--- src/hdl/servo_status_pkg.sv ---
// Shared constants for the servo status output block
package servo_status_pkg;
	// ----------------------------------------------------------------
	// Register byte offsets
	// ----------------------------------------------------------------
	localparam logic [7:0] OFS_CTRL = 8'h00;
	localparam logic [7:0] OFS_MOTION_THR = 8'h04;
	localparam logic [7:0] OFS_SPEED_BAND = 8'h08;
	localparam logic [7:0] OFS_DONE_THR = 8'h0c;
	localparam logic [7:0] OFS_GEAR = 8'h10;
	localparam logic [7:0] OFS_DIVIDER = 8'h14;
	localparam logic [7:0] OFS_ALLOC = 8'h18;
	localparam logic [7:0] OFS_STATUS = 8'h1c;
	localparam logic [7:0] OFS_INT_STAT = 8'h20;
	localparam logic [7:0] OFS_INT_MASK = 8'h24;

	// ----------------------------------------------------------------
	// Field layout and reset values
	// ----------------------------------------------------------------
	localparam int CTRL_MODE_LSB = 0;
	localparam int CTRL_HALLLESS_BIT = 2;
	localparam logic [1:0] MODE_SPEED = 2'h0;
	localparam logic [1:0] MODE_POSITION = 2'h1;
	localparam logic [1:0] MODE_FORCE = 2'h2;
	localparam int GEAR_DEN_LSB = 16;
	localparam int ALLOC_FIELD_W = 4;
	localparam int NUM_TERMS = 3;
	localparam int NUM_EVENTS = 4;
	localparam int EV_FAULT = 0;
	localparam int EV_READY = 1;
	localparam int EV_MOTION = 2;
	localparam int EV_POSITION_DONE_OUT = 3;
	localparam logic [31:0] CTRL_RESET = 32'h0000_0000;
	localparam logic [15:0] MOTION_THR_RESET = 16'h0014;
	localparam logic [15:0] SPEED_BAND_RESET = 16'h000a;
	localparam logic [31:0] DONE_THR_RESET = 32'h0000_0007;
	localparam logic [31:0] GEAR_RESET = 32'h0001_0001;
	localparam logic [15:0] DIVIDER_RESET = 16'h0001;
	localparam logic [11:0] ALLOC_RESET = 12'h321;

	// ----------------------------------------------------------------
	// Terminal source selection codes
	// ----------------------------------------------------------------
	localparam logic [3:0] SRC_NONE = 4'h0;
	localparam logic [3:0] SRC_MOTION = 4'h1;
	localparam logic [3:0] SRC_READY = 4'h2;
	localparam logic [3:0] SRC_POSITION_DONE_OUT = 4'h3;
	localparam logic [3:0] SRC_CUR_LIMIT = 4'h4;
	localparam logic [3:0] SRC_SPD_LIMIT = 4'h5;
	localparam logic [3:0] SRC_BRAKE = 4'h6;
	localparam logic [3:0] SRC_WARN = 4'h7;
	localparam logic [3:0] SRC_NEAR = 4'h8;

	localparam logic [1:0] HTRANS_NONSEQ = 2'h2;
	localparam logic [15:0] DIV_ONE = 16'h0001;
endpackage : servo_status_pkg

--- src/hdl/quad_divider.sv ---
// Divided quadrature encoder output with zero-point pulse
`timescale 1ns/1ps
module quad_divider
	import servo_status_pkg::*;
(
	input wire logic hclk,
	input wire logic hresetn,
	input wire logic enc_step,
	input wire logic enc_dir,
	input wire logic enc_index,
	input wire logic [15:0] ratio,
	output logic enc_phase_a_out,
	output logic enc_phase_a_n_out,
	output logic enc_phase_b_out,
	output logic enc_phase_b_n_out,
	output logic enc_zero_pulse_out,
	output logic enc_zero_pulse_n_out
);
	logic [15:0] step_cnt;
	logic [1:0] phase;
	logic [1:0] next_phase;
	logic [15:0] limit;
	logic wrap;

	// Ratio zero acts as one so the outputs never freeze
	assign limit = (ratio == 16'h0000) ? DIV_ONE : ratio;
	assign wrap = enc_step && (step_cnt >= limit - DIV_ONE);
	assign next_phase = !wrap ? phase : (enc_dir ? phase - 2'h1 : phase + 2'h1);

	always_ff @(posedge hclk or negedge hresetn) begin
		if (!hresetn) begin
			step_cnt <= 16'h0000;
		end else if (wrap) begin
			step_cnt <= 16'h0000;
		end else if (enc_step) begin
			step_cnt <= step_cnt + DIV_ONE;
		end
	end

	// Gray sequence: one phase edge per divided step
	always_ff @(posedge hclk or negedge hresetn) begin
		if (!hresetn) begin
			phase <= 2'h0;
			enc_phase_a_out <= 1'b0;
			enc_phase_a_n_out <= 1'b1;
			enc_phase_b_out <= 1'b0;
			enc_phase_b_n_out <= 1'b1;
		end else begin
			phase <= next_phase;
			enc_phase_a_out <= next_phase[1];
			enc_phase_a_n_out <= !next_phase[1];
			enc_phase_b_out <= next_phase[1] ^ next_phase[0];
			enc_phase_b_n_out <= !(next_phase[1] ^ next_phase[0]);
		end
	end

	always_ff @(posedge hclk or negedge hresetn) begin
		if (!hresetn) begin
			enc_zero_pulse_out <= 1'b0;
			enc_zero_pulse_n_out <= 1'b1;
		end else begin
			enc_zero_pulse_out <= enc_index;
			enc_zero_pulse_n_out <= !enc_index;
		end
	end

	a_pair_complement: assert property (@(posedge hclk) disable iff (!hresetn)
		(enc_phase_a_out != enc_phase_a_n_out) && (enc_phase_b_out != enc_phase_b_n_out))
		else $error("quadrature pair not complementary");
	a_zero_follows: assert property (@(posedge hclk) disable iff (!hresetn)
		enc_index |=> enc_zero_pulse_out && !enc_zero_pulse_n_out)
		else $error("zero pulse did not follow index");
	a_one_edge_only: assert property (@(posedge hclk) disable iff (!hresetn)
		!($changed(enc_phase_a_out) && $changed(enc_phase_b_out)))
		else $error("both phases changed in one cycle");
endmodule : quad_divider

--- src/hdl/servo_status_out.sv ---
// Servo status outputs, terminal allocation and AHB-Lite register file
//
// Our own choices: register access over AHB-Lite and the placing of the registers.
`timescale 1ns/1ps
// Notes on behaviour
// Fault output is off while an error is present, on otherwise.
// Motion detect is on while speed magnitude exceeds the programmed threshold.
// Ready needs control and main power and no active fault.
// Without Hall sensors, ready also waits for polarity detection done.
// Encoder position leaves as divided A/B quadrature, each a complementary pair.
// Zero-point pulse leaves on its own complementary pair.
// Active fault shown as a 3-bit code on three outputs.
// Speed mode: match on while speed lies within band of reference.
// Position mode: done on once position error reaches completion value.
// Completion value is in reference units, scaled through the electronic gear.
// Speed match and position done share one terminal, chosen by mode.
// Software assigns each terminal its source signal.
// Output high means conducting, meaning asserted; all updates on hclk.
module servo_status_out
	import servo_status_pkg::*;
(
	input wire logic hclk,
	input wire logic hresetn,
	input wire logic hsel,
	input wire logic [31:0] haddr,
	input wire logic [1:0] htrans,
	input wire logic hwrite,
	input wire logic [2:0] hsize,
	input wire logic [31:0] hwdata,
	input wire logic hready,
	output logic [31:0] hrdata,
	output logic hreadyout,
	output logic hresp,
	input wire logic control_power_pin,
	input wire logic main_power_pin,
	input wire logic fault_active,
	input wire logic [2:0] fault_code,
	input wire logic polarity_done,
	input wire logic signed [15:0] motor_speed,
	input wire logic signed [15:0] ref_speed,
	input wire logic signed [31:0] pos_error,
	input wire logic current_limit_flag,
	input wire logic speed_limit_flag,
	input wire logic brake_request,
	input wire logic warning_active,
	input wire logic near_position,
	input wire logic enc_step,
	input wire logic enc_dir,
	input wire logic enc_index,
	output logic servo_fault_out,
	output logic [2:0] status_term,
	output logic fault_code_bit0,
	output logic fault_code_bit1,
	output logic fault_code_bit2,
	output logic enc_phase_a_out,
	output logic enc_phase_a_n_out,
	output logic enc_phase_b_out,
	output logic enc_phase_b_n_out,
	output logic enc_zero_pulse_out,
	output logic enc_zero_pulse_n_out,
	output logic irq
);
	// ----------------------------------------------------------------
	// Registers
	// ----------------------------------------------------------------
	logic [31:0] ctrl;
	logic [15:0] motion_thr;
	logic [15:0] speed_band;
	logic [31:0] done_thr;
	logic [31:0] gear;
	logic [15:0] divider;
	logic [11:0] alloc;
	logic [NUM_EVENTS-1:0] int_stat;
	logic [NUM_EVENTS-1:0] int_mask;

	logic wr_pend;
	logic [7:0] wr_addr;
	logic [31:0] next_rdata;
	logic addr_ok;

	// ----------------------------------------------------------------
	// Status detection
	// ----------------------------------------------------------------
	logic ctl_pwr_s1, ctl_pwr_s2, main_pwr_s1, main_pwr_s2;
	logic motion_detect_out;
	logic servo_ready_out;
	logic speed_match_out;
	logic position_done_out;
	logic position_done_out_term;
	logic brake_control_out;
	logic [15:0] speed_mag;
	logic [16:0] speed_diff;
	logic [16:0] diff_mag;
	logic [31:0] err_mag;
	logic [47:0] err_scaled;
	logic [47:0] thr_scaled;
	logic [1:0] mode;
	logic hall_less;
	logic [NUM_EVENTS-1:0] ev_level;
	logic [NUM_EVENTS-1:0] ev_prev;
	logic [NUM_EVENTS-1:0] ev_rise;
	logic [NUM_EVENTS-1:0] w1c;

	assign mode = ctrl[CTRL_MODE_LSB +: 2];
	assign hall_less = ctrl[CTRL_HALLLESS_BIT];
	assign speed_mag = motor_speed[15] ? 16'(-motor_speed) : motor_speed;
	assign speed_diff = {motor_speed[15], motor_speed} - {ref_speed[15], ref_speed};
	assign diff_mag = speed_diff[16] ? 17'(-speed_diff) : speed_diff;
	assign err_mag = pos_error[31] ? 32'(-pos_error) : pos_error;
	// Error counts times gear denominator against threshold times numerator,
	// so the threshold stays in reference units without a divider
	assign err_scaled = err_mag * gear[GEAR_DEN_LSB +: 16];
	assign thr_scaled = done_thr * gear[15:0];

	// Power inputs are asynchronous pins
	always_ff @(posedge hclk or negedge hresetn) begin
		if (!hresetn) begin
			ctl_pwr_s1 <= 1'b0;
			ctl_pwr_s2 <= 1'b0;
			main_pwr_s1 <= 1'b0;
			main_pwr_s2 <= 1'b0;
		end else begin
			ctl_pwr_s1 <= control_power_pin;
			ctl_pwr_s2 <= ctl_pwr_s1;
			main_pwr_s1 <= main_power_pin;
			main_pwr_s2 <= main_pwr_s1;
		end
	end

	always_ff @(posedge hclk or negedge hresetn) begin
		if (!hresetn) begin
			servo_fault_out <= 1'b0;
			fault_code_bit0 <= 1'b0;
			fault_code_bit1 <= 1'b0;
			fault_code_bit2 <= 1'b0;
		end else begin
			servo_fault_out <= !fault_active;
			fault_code_bit0 <= fault_code[0];
			fault_code_bit1 <= fault_code[1];
			fault_code_bit2 <= fault_code[2];
		end
	end

	always_ff @(posedge hclk or negedge hresetn) begin
		if (!hresetn) begin
			motion_detect_out <= 1'b0;
			servo_ready_out <= 1'b0;
			speed_match_out <= 1'b0;
			position_done_out <= 1'b0;
			brake_control_out <= 1'b0;
		end else begin
			motion_detect_out <= speed_mag > motion_thr;
			servo_ready_out <= ctl_pwr_s2 && main_pwr_s2 && !fault_active
				&& (!hall_less || polarity_done);
			speed_match_out <= (mode == MODE_SPEED) && (diff_mag <= {1'b0, speed_band});
			position_done_out <= (mode == MODE_POSITION) && (err_scaled <= thr_scaled);
			brake_control_out <= brake_request;
		end
	end

	// One terminal for both, chosen by mode
	assign position_done_out_term = (mode == MODE_POSITION) ? position_done_out : speed_match_out;

	// ----------------------------------------------------------------
	// Terminal allocation
	// ----------------------------------------------------------------
	genvar gi;
	generate
		for (gi = 0; gi < NUM_TERMS; gi++) begin : g_term
			logic [3:0] sel;
			assign sel = alloc[gi*ALLOC_FIELD_W +: ALLOC_FIELD_W];
			always_ff @(posedge hclk or negedge hresetn) begin
				if (!hresetn) begin
					status_term[gi] <= 1'b0;
				end else begin
					case (sel)
						SRC_MOTION: status_term[gi] <= motion_detect_out;
						SRC_READY: status_term[gi] <= servo_ready_out;
						SRC_POSITION_DONE_OUT: status_term[gi] <= position_done_out_term;
						SRC_CUR_LIMIT: status_term[gi] <= current_limit_flag;
						SRC_SPD_LIMIT: status_term[gi] <= speed_limit_flag;
						SRC_BRAKE: status_term[gi] <= brake_control_out;
						SRC_WARN: status_term[gi] <= warning_active;
						SRC_NEAR: status_term[gi] <= near_position;
						default: status_term[gi] <= 1'b0;
					endcase
				end
			end
		end
	endgenerate

	quad_divider u_quad (
		.hclk(hclk),
		.hresetn(hresetn),
		.enc_step(enc_step),
		.enc_dir(enc_dir),
		.enc_index(enc_index),
		.ratio(divider),
		.enc_phase_a_out(enc_phase_a_out),
		.enc_phase_a_n_out(enc_phase_a_n_out),
		.enc_phase_b_out(enc_phase_b_out),
		.enc_phase_b_n_out(enc_phase_b_n_out),
		.enc_zero_pulse_out(enc_zero_pulse_out),
		.enc_zero_pulse_n_out(enc_zero_pulse_n_out)
	);

	// ----------------------------------------------------------------
	// Interrupts
	// ----------------------------------------------------------------
	assign ev_level = {position_done_out | speed_match_out, motion_detect_out,
		servo_ready_out, fault_active};
	assign ev_rise = ev_level & ~ev_prev;
	assign w1c = (wr_pend && wr_addr == OFS_INT_STAT) ? hwdata[NUM_EVENTS-1:0] : '0;

	always_ff @(posedge hclk or negedge hresetn) begin
		if (!hresetn) begin
			ev_prev <= '0;
			int_stat <= '0;
			irq <= 1'b0;
		end else begin
			ev_prev <= ev_level;
			// A new event in the clearing cycle survives
			int_stat <= (int_stat & ~w1c) | ev_rise;
			irq <= |(((int_stat & ~w1c) | ev_rise) & int_mask);
		end
	end

	// ----------------------------------------------------------------
	// AHB-Lite slave, zero wait states
	// ----------------------------------------------------------------
	assign addr_ok = (haddr[31:8] == 24'h000000) && (haddr[1:0] == 2'h0);

	always_comb begin
		next_rdata = 32'h0000_0000;
		if (addr_ok) begin
			case (haddr[7:0])
				OFS_CTRL: next_rdata = ctrl;
				OFS_MOTION_THR: next_rdata = {16'h0000, motion_thr};
				OFS_SPEED_BAND: next_rdata = {16'h0000, speed_band};
				OFS_DONE_THR: next_rdata = done_thr;
				OFS_GEAR: next_rdata = gear;
				OFS_DIVIDER: next_rdata = {16'h0000, divider};
				OFS_ALLOC: next_rdata = {20'h00000, alloc};
				OFS_STATUS: next_rdata = {20'h00000, status_term, servo_fault_out,
					fault_code_bit2, fault_code_bit1, fault_code_bit0,
					position_done_out, speed_match_out, servo_ready_out,
					motion_detect_out, brake_control_out};
				OFS_INT_STAT: next_rdata = {28'h0000000, int_stat};
				OFS_INT_MASK: next_rdata = {28'h0000000, int_mask};
				default: next_rdata = 32'h0000_0000;
			endcase
		end
	end

	always_ff @(posedge hclk or negedge hresetn) begin
		if (!hresetn) begin
			wr_pend <= 1'b0;
			wr_addr <= 8'h00;
			hrdata <= 32'h0000_0000;
			hreadyout <= 1'b1;
			hresp <= 1'b0;
		end else begin
			hreadyout <= 1'b1;
			hresp <= 1'b0;
			wr_pend <= hsel && hready && htrans == HTRANS_NONSEQ && hwrite && addr_ok;
			wr_addr <= haddr[7:0];
			if (hsel && hready && htrans == HTRANS_NONSEQ && !hwrite) begin
				hrdata <= next_rdata;
			end
		end
	end

	always_ff @(posedge hclk or negedge hresetn) begin
		if (!hresetn) begin
			ctrl <= CTRL_RESET;
			motion_thr <= MOTION_THR_RESET;
			speed_band <= SPEED_BAND_RESET;
			done_thr <= DONE_THR_RESET;
			gear <= GEAR_RESET;
			divider <= DIVIDER_RESET;
			alloc <= ALLOC_RESET;
			int_mask <= '0;
		end else if (wr_pend) begin
			case (wr_addr)
				OFS_CTRL: ctrl <= hwdata;
				OFS_MOTION_THR: motion_thr <= hwdata[15:0];
				OFS_SPEED_BAND: speed_band <= hwdata[15:0];
				OFS_DONE_THR: done_thr <= hwdata;
				OFS_GEAR: gear <= hwdata;
				OFS_DIVIDER: divider <= hwdata[15:0];
				OFS_ALLOC: alloc <= hwdata[11:0];
				OFS_INT_MASK: int_mask <= hwdata[NUM_EVENTS-1:0];
				default: ctrl <= ctrl;
			endcase
		end
	end

	// ----------------------------------------------------------------
	// Checks
	// ----------------------------------------------------------------
	a_fault_off: assert property (@(posedge hclk) disable iff (!hresetn)
		fault_active |=> !servo_fault_out)
		else $error("fault output on during error");
	a_motion_thr: assert property (@(posedge hclk) disable iff (!hresetn)
		##1 motion_detect_out == ($past(speed_mag) > $past(motion_thr)))
		else $error("motion detect disagrees with threshold");
	a_ready_power: assert property (@(posedge hclk) disable iff (!hresetn)
		servo_ready_out |-> $past(ctl_pwr_s2) && $past(main_pwr_s2) && !$past(fault_active))
		else $error("ready without power or with fault");
	a_ready_polarity: assert property (@(posedge hclk) disable iff (!hresetn)
		$past(hall_less) && !$past(polarity_done) |-> !servo_ready_out)
		else $error("ready before polarity detection");
	a_code_follows: assert property (@(posedge hclk) disable iff (!hresetn)
		##1 {fault_code_bit2, fault_code_bit1, fault_code_bit0} == $past(fault_code))
		else $error("fault code not presented");
	a_match_band: assert property (@(posedge hclk) disable iff (!hresetn)
		speed_match_out |-> $past(mode) == MODE_SPEED && $past(diff_mag) <= $past(speed_band))
		else $error("speed match outside band");
	a_done_thr: assert property (@(posedge hclk) disable iff (!hresetn)
		position_done_out |-> $past(mode) == MODE_POSITION)
		else $error("position done outside position mode");
	a_done_scaled: assert property (@(posedge hclk) disable iff (!hresetn)
		$past(mode) == MODE_POSITION |-> position_done_out == ($past(err_scaled) <= $past(thr_scaled)))
		else $error("completion not in reference units");
	a_position_done_out_select: assert property (@(posedge hclk) disable iff (!hresetn)
		alloc[ALLOC_FIELD_W-1:0] == SRC_POSITION_DONE_OUT && $stable(alloc) |=> status_term[0] == $past(position_done_out_term))
		else $error("coincidence terminal wrong source");
	a_irq_level: assert property (@(posedge hclk) disable iff (!hresetn)
		##1 irq == |(int_stat & $past(int_mask)))
		else $error("interrupt level wrong");

	c_ready_up: cover property (@(posedge hclk) disable iff (!hresetn) $rose(servo_ready_out));
	c_done_up: cover property (@(posedge hclk) disable iff (!hresetn) $rose(position_done_out));
	c_irq_up: cover property (@(posedge hclk) disable iff (!hresetn) $rose(irq));
endmodule : servo_status_out

--- config.mk ---
export PLATFORM = sky130hd
export DESIGN_NAME = servo_status_out
export DESIGN_NICKNAME = d
export VERILOG_FILES = /design/src/hdl/servo_status_pkg.sv /design/src/hdl/quad_divider.sv /design/src/hdl/servo_status_out.sv
export SDC_FILE = /design/constraint.sdc
export NUM_CORES = 2
export LEC_CHECK = 0
export BUFFER_PORTS_ARGS = -buffer_cell sky130_fd_sc_hd__buf_2
export CAP_MARGIN = 20
export CORE_MARGIN = 2
export CORE_UTILIZATION = 59
export CTS_CLUSTER_DIAMETER = 60
export CTS_CLUSTER_SIZE = 10
export DETAILED_ROUTE_END_ITERATION = 8
export PLACE_DENSITY = 0.89
export SLEW_MARGIN = 20
export SYNTH_ARGS = -nofsm -noshare
export SYNTH_HDL_FRONTEND = slang
export SYNTH_HIERARCHICAL = 1
export SYNTH_SLANG_ARGS = --single-unit
--- constraint.sdc ---
create_clock -name hclk -period 8.5 [get_ports hclk]
set_input_delay 0.425 -clock hclk [delete_from_list [all_inputs] [get_ports hclk]]
set_output_delay 0.425 -clock hclk [all_outputs]
set_load 0.005 [all_outputs]
== Word-level counts from Yosys, hierarchy flattened ==
Cells that the tools add are included.
Storage, ports and cells
  flip-flop bits (word level): 250
  input port bits: 153
  output and inout bits: 48
Operators by class
  $add $sub $neg: 8
  multiply operators: 2
  $lt $le $gt $ge: 4
  equal/unequal tests: 43
  muxes and demuxes: 15
  bitwise operators: 8
  reduce and logical (&&, ||, !) cells: 36
Operators by type and width (number)
  $pmux W32 S10: 1
  $mul A32 B16 Y48: 2
  $mux W16: 4
  $mux W32: 2
  $eq A8 B5 Y1 const B: 7
  $eq A4 B3 Y1 const B: 12
  $le A48 B48 Y1: 1
  $eq A8 B4 Y1 const B: 4
  $eq A8 B6 Y1 const B: 4
  $neg A32 Y32: 1
  $eq A4 B2 Y1 const B: 6
  $logic_not A24 Y1: 1
  $pmux W1 S8: 3
  $le A17 B16 Y1: 1
  $mux W17: 1
  $neg A17 Y17: 1
  $sub A16 B16 Y17: 1
  $add A16 B1 Y16 const B: 1
  $eq A8 B3 Y1 const B: 2
  $ge A16 B16 Y1: 1
  $gt A16 B16 Y1: 1
  $logic_not A16 Y1: 1
  $logic_not A8 Y1: 2
  $neg A16 Y16: 1
  22 further kinds: 55

== Logic depth before layout (Yosys ltp) ==
  word-level depth: 8
  mapped depth: 41

== Modules after synthesis ==
Netlist, hierarchy kept.
By module, submodules not included
  servo_status_out: times used 1, cells each 5008, area an instance 45308.5 um^2, seq. area each 5672.9 um^2
  quad_divider: times used 1, cells each 175, area an instance 1642.8 um^2, seq. area each 579.3 um^2

== Worst setup path after synthesis ==
No wires, ideal clock.
  kind: input to register
  start: input pos_error[11]
  end: register position_done_out
  setup time: 0.129 ns
  arrival time: 9.739 ns
  data required time: 8.371 ns
  path slack: -1.369 ns
  cell stages on the path: 36
  buffers on the path: 2
  path through: or4_4 > or3_1 > or3_1 > nand2b_4 > o21ai_1 > xnor2_1 > clkbuf_1 > nand2_1 > fa_1 > fa_1 > fa_1 > inv_1 > fa_1 > fa_1 > inv_1 > fa_1 > inv_1 > ha_1 > clkbuf_1 > a21o_1 > a21o_1 > a21o_1 > a31o_2 > a221o_1 > a41o_1 > nand3_1 > a41oi_1 > xnor2_1 > ha_1 > nand4_1 > nor4_1 > nand2_1 > or3_1 > or4_1 > o22ai_1 > o22ai_1
Between the ends
  cells in the longest elaborated chain, start to end: 5
Ends and longest elaborated chain
  start: declaration: RTL line servo_status_out.sv:41  | input wire logic signed [31:0] pos_error,
  $neg A32 Y32: RTL line servo_status_out.sv:109  | assign err_mag = pos_error[31] ? 32'(-pos_error) : pos_error;
  $mux W32 *: RTL line servo_status_out.sv:109
  $mul A32 B16 Y48 *: RTL line servo_status_out.sv:112  | assign err_scaled = err_mag * gear[GEAR_DEN_LSB +: 16];
  $le A48 B48 Y1 *: RTL line servo_status_out.sv:156  | position_done_out <= (mode == MODE_POSITION) && (err_scaled <= thr_scaled);
  $logic_and A1 B1 Y1 *: RTL line servo_status_out.sv:156
  end signal: assignment: RTL line servo_status_out.sv:156
  end: declaration: RTL line servo_status_out.sv:88  | logic position_done_out;
Mark *: on every way between the ends. The rest lies on a longest branch, timed or not.
A chain may end at the register's enable or synchronous reset.

== Worst setup path in the final report ==
Ends and elaborated chain as after synthesis.

==> impl_metrics.csv <==
group,metric,value,unit
power,p_sw,0.9686,mW
clock_tree,numClockSinks,249,
global_route,top_usage_layer,"met2",
setup_path,cp_data_arrival_time,10.02,ns
global_route,gr-usage-met2,56.30,%
clock_tree,root_buffer,"clkbuf_16",
place,place_inst,6591,
finish,fin_util,67.69,%
global_route,grt_pass1_wl,226500,µm
min_path,min_path_type,"input pin to flop",
finish,final_cell_area,53380,µm²
setup_path,end_kind,"flop",
status,violations,"DRC, setup timing",
timing,hold_viol_final,0,
finish,area_growth,13.70,%
power,p_seq_share,40.9,%
power,share_comb_of_total_power,20.0,%
floorplan,start_util,59.53,%
place,routabilityCongestion,0.9630,
timing,finalSetupTns,-1.080,ns
floorplan,rows,103,
floorplan,fp.dieW,286.1,µm
timing,timing.final.crit_share,112.7,%
timing,worst_slack,-1.080,ns
detailed_routing,antenna_left,0,
detailed_routing,drtIter0Drc,4432,
timing,fmax,104.4,MHz
floorplan,chipHeight,286.1,µm
global_route,grtUsageMet1,40.57,%
finish,final_common_cell,"inv_1",
power,clkPwrFrac,39.1,%
clock_tree,numCtsBuffers,31,
setup_path,worst-setup-path-type,"input pin to flop",
clock_tree,h-tree-depth,1,
synthesis,synth_flop_cell,"dfrtp_1",
clock_tree,cts_buffer_depth,3,
synthesis,synth_cell_types,84,
timing,hold_slack,0.02036,ns
global_route,gr-total-overflow,0,
power,p_leak,25.93,nW
place,dpl-instance-area,52060,µm²
detailed_routing,vias,40830,
finish,layout.cells.most_common_list,"inv_1, fa_1, nand2_1",
synthesis,syn_inst,5183,
global_route,grt_pass1_vias,44505,
setup_path,worst_path_max_delay_cell,"fa_2",
power,max-vdd-ir-drop,0.1596,mV
setup_path,slowest_delay,0.56,ns
timing,slew_headroom,15.47,%
synthesis,async_flop_share,100.0,%
flow_run,max_cap_viol_count,0,
finish,nets,6945,
timing,finClkSkew,0.03171,ns
clock_tree,cts_tree,"built",
power,power_density,58.65,nW/µm²
power,switching_share,30.93,%
detailed_routing,wl_per_cell,21.01,µm
clock_tree,clk_pin_slew,0.05,ns
status,outcome,"finished with violations",
finish,fin_cells,6678,
setup_path,startpoint_type,"input pin",
synthesis,syn_nets,6530,
timing,post-route-min-period,9.580,ns
setup_path,crit_required,8.94,ns
synthesis,ys_seq_area_share,13.32,%
power,p_int,2.162,mW
floorplan,dieArea,81850,µm²
synthesis,avgSynthCellArea,9.059,µm²
synthesis,postSynthRegisterBits,249,
global_route,use_met3,9.817,%
synthesis,synth_area,46950,µm²
detailed_routing,routed_wirelength,140300,µm
global_route,grt_max_degree,111,
place,dp_slack,-1.856,ns
floorplan,core-area,78870,µm²
place,port_buffers,195,
timing,rsz0062_at_grt,"yes",
timing,drv_slew,0,
floorplan,pin_count,201,
setup_path,cp_max_fo,8,
place,hpwl,104100,µm
timing,setup_violations,1,
detailed_routing,drc_errors,50,
global_route,grt_util_all_layers,34.82,%
detailed_routing,dr.pass1.iters,9,
clock_tree,insertion_delay,0.60,ns
finish,drive_gt1_share,15.97,%
global_route,antenna_found_initial,10,
detailed_routing,vias_per_cell,6.114,
synthesis,yosys_warnings,6,
power,power,3.131,mW
synthesis,synth_edf_count,0,
timing,worst_pin_slew,1.263,ns
## final timing paths
path | startpoint | endpoint | slack (ns) | depth (start not counted)
worst max-delay path | pos_error[11] | position_done_out | -1.08 | 38
worst min-delay path | haddr[7] | wr_addr[7] | 0.02 | 1
worst max register to register | done_thr[22] | position_done_out | -0.70 | 28
worst min register to register | main_pwr_s1 | main_pwr_s2 | 0.34 | 0
max in group asynchronous | hresetn | alloc[3] | 6.46 | 3
min in group asynchronous | hresetn | wr_addr[4] | 0.51 | 2
## registers in the layout, summed over array words and instances (netlist names), 4 cells and up, named ones only
signal / cells
int_stat: 4
ev_prev: 4
motion_thr: 16
ctrl: 32
gear: 32
u_quad/step_cnt: 16
alloc: 12
wr_addr: 8
divider: 16
int_mask: 4
speed_band: 16
hrdata: 32
done_thr: 32
## Yosys cell counts, types with 7 or more instances
master | instances | share of area, %
a21o_1 | 79 | 1.3
ha_1 | 357 | 9.5
a31oi_1 | 24 | 0.32
nor4_1 | 18 | 0.24
a211oi_1 | 7 | 0.11
dfstp_2 | 17 | 0.95
mux2i_1 | 8 | 0.17
buf_1 | 7 | 0.056
a22oi_1 | 39 | 0.62
nand4_1 | 34 | 0.45
dfrtp_1 | 232 | 12
a21oi_1 | 141 | 1.5
o211ai_1 | 14 | 0.22
mux2_2 | 135 | 3.2
and2_1 | 382 | 5.1
xnor2_1 | 116 | 2.2
nand3_1 | 54 | 0.58
o21bai_1 | 10 | 0.16
and3_1 | 15 | 0.20
inv_1 | 912 | 7.3
or3_1 | 12 | 0.16
a222oi_1 | 16 | 0.34
buf_2 | 8 | 0.085
o21a_1 | 18 | 0.29
nor2_1 | 130 | 1.0
nor3_1 | 36 | 0.38
xor2_1 | 66 | 1.2
a221oi_1 | 20 | 0.37
o21ai_0 | 160 | 1.7
nor2b_1 | 23 | 0.31
nand2b_1 | 35 | 0.47
nand2_1 | 832 | 6.7
o31ai_1 | 19 | 0.30
fa_1 | 837 | 36
or4_1 | 7 | 0.11
a21boi_0 | 8 | 0.13
clkbuf_1 | 248 | 2.0
## cell families after synthesis
logic type	Yosys count	synth area share (%)
simple gates	1610	16.32
other cells	2	0.01600
flops	249	13.32
compound gates	621	8.698
xor+xnor	182	3.395
mux	147	3.582
buf+inv	1178	9.471
fa+ha+maj	1194	45.20
## cell type report
| cell class | instances | area, µm² |
|---|---|---|
| timing repair buffer | 648 | 4965 |
| inverter | 912 | 3423 |
| multi-input combinational | 3756 | 36520 |
| fill | 5277 | 25490 |
| antenna | 5 | 12.51 |
| sequential | 249 | 6252 |
| clock inverter | 5 | 42.54 |
| tap | 1050 | 1314 |
| clock buffer | 53 | 858.3 |
## worst max-delay path, delay by kind of cell
family / cells / cell delay (ns)
adder cells (fa/ha/maj): 8 / 3.52
XOR/XNOR: 2 / 0.19
AO/OA/AOI/OAI: 11 / 2.10
AND/OR/NAND/NOR: 10 / 3.15
buffers and inverters: 7 / 0.66
## power by group through the flow
stage / Clock [mW] / Combinational, mW / Sequential, mW
global placement: 0 / 0.563 / 1.29
CTS: 1.21 / 0.599 / 1.28
detailed placement: 0 / 0.589 / 1.30
global route: 1.26 / 0.671 / 1.28
floorplan: 0 / 0.303 / 1.27
finish: 1.22 / 0.625 / 1.28
## layer usage
metal / wire [µm] / part of all wire, %
met1: 47110 / 34
met2: 65570 / 47
met3: 16400 / 12
met4: 11140 / 7.9
met5: 65 / 0.046
## repair_timing
action                                 in CTS  in global routing
setup endpoints to repair                   1                  1
gates cloned                                0                  1
pin swaps                                   4                 14
resized for setup                          10                 28
setup buffers                               2                  9
endpoints found under the hold margin     106                  0
hold buffers                               11                  0
No activity file was read; power rests on OpenSTA's default activity.
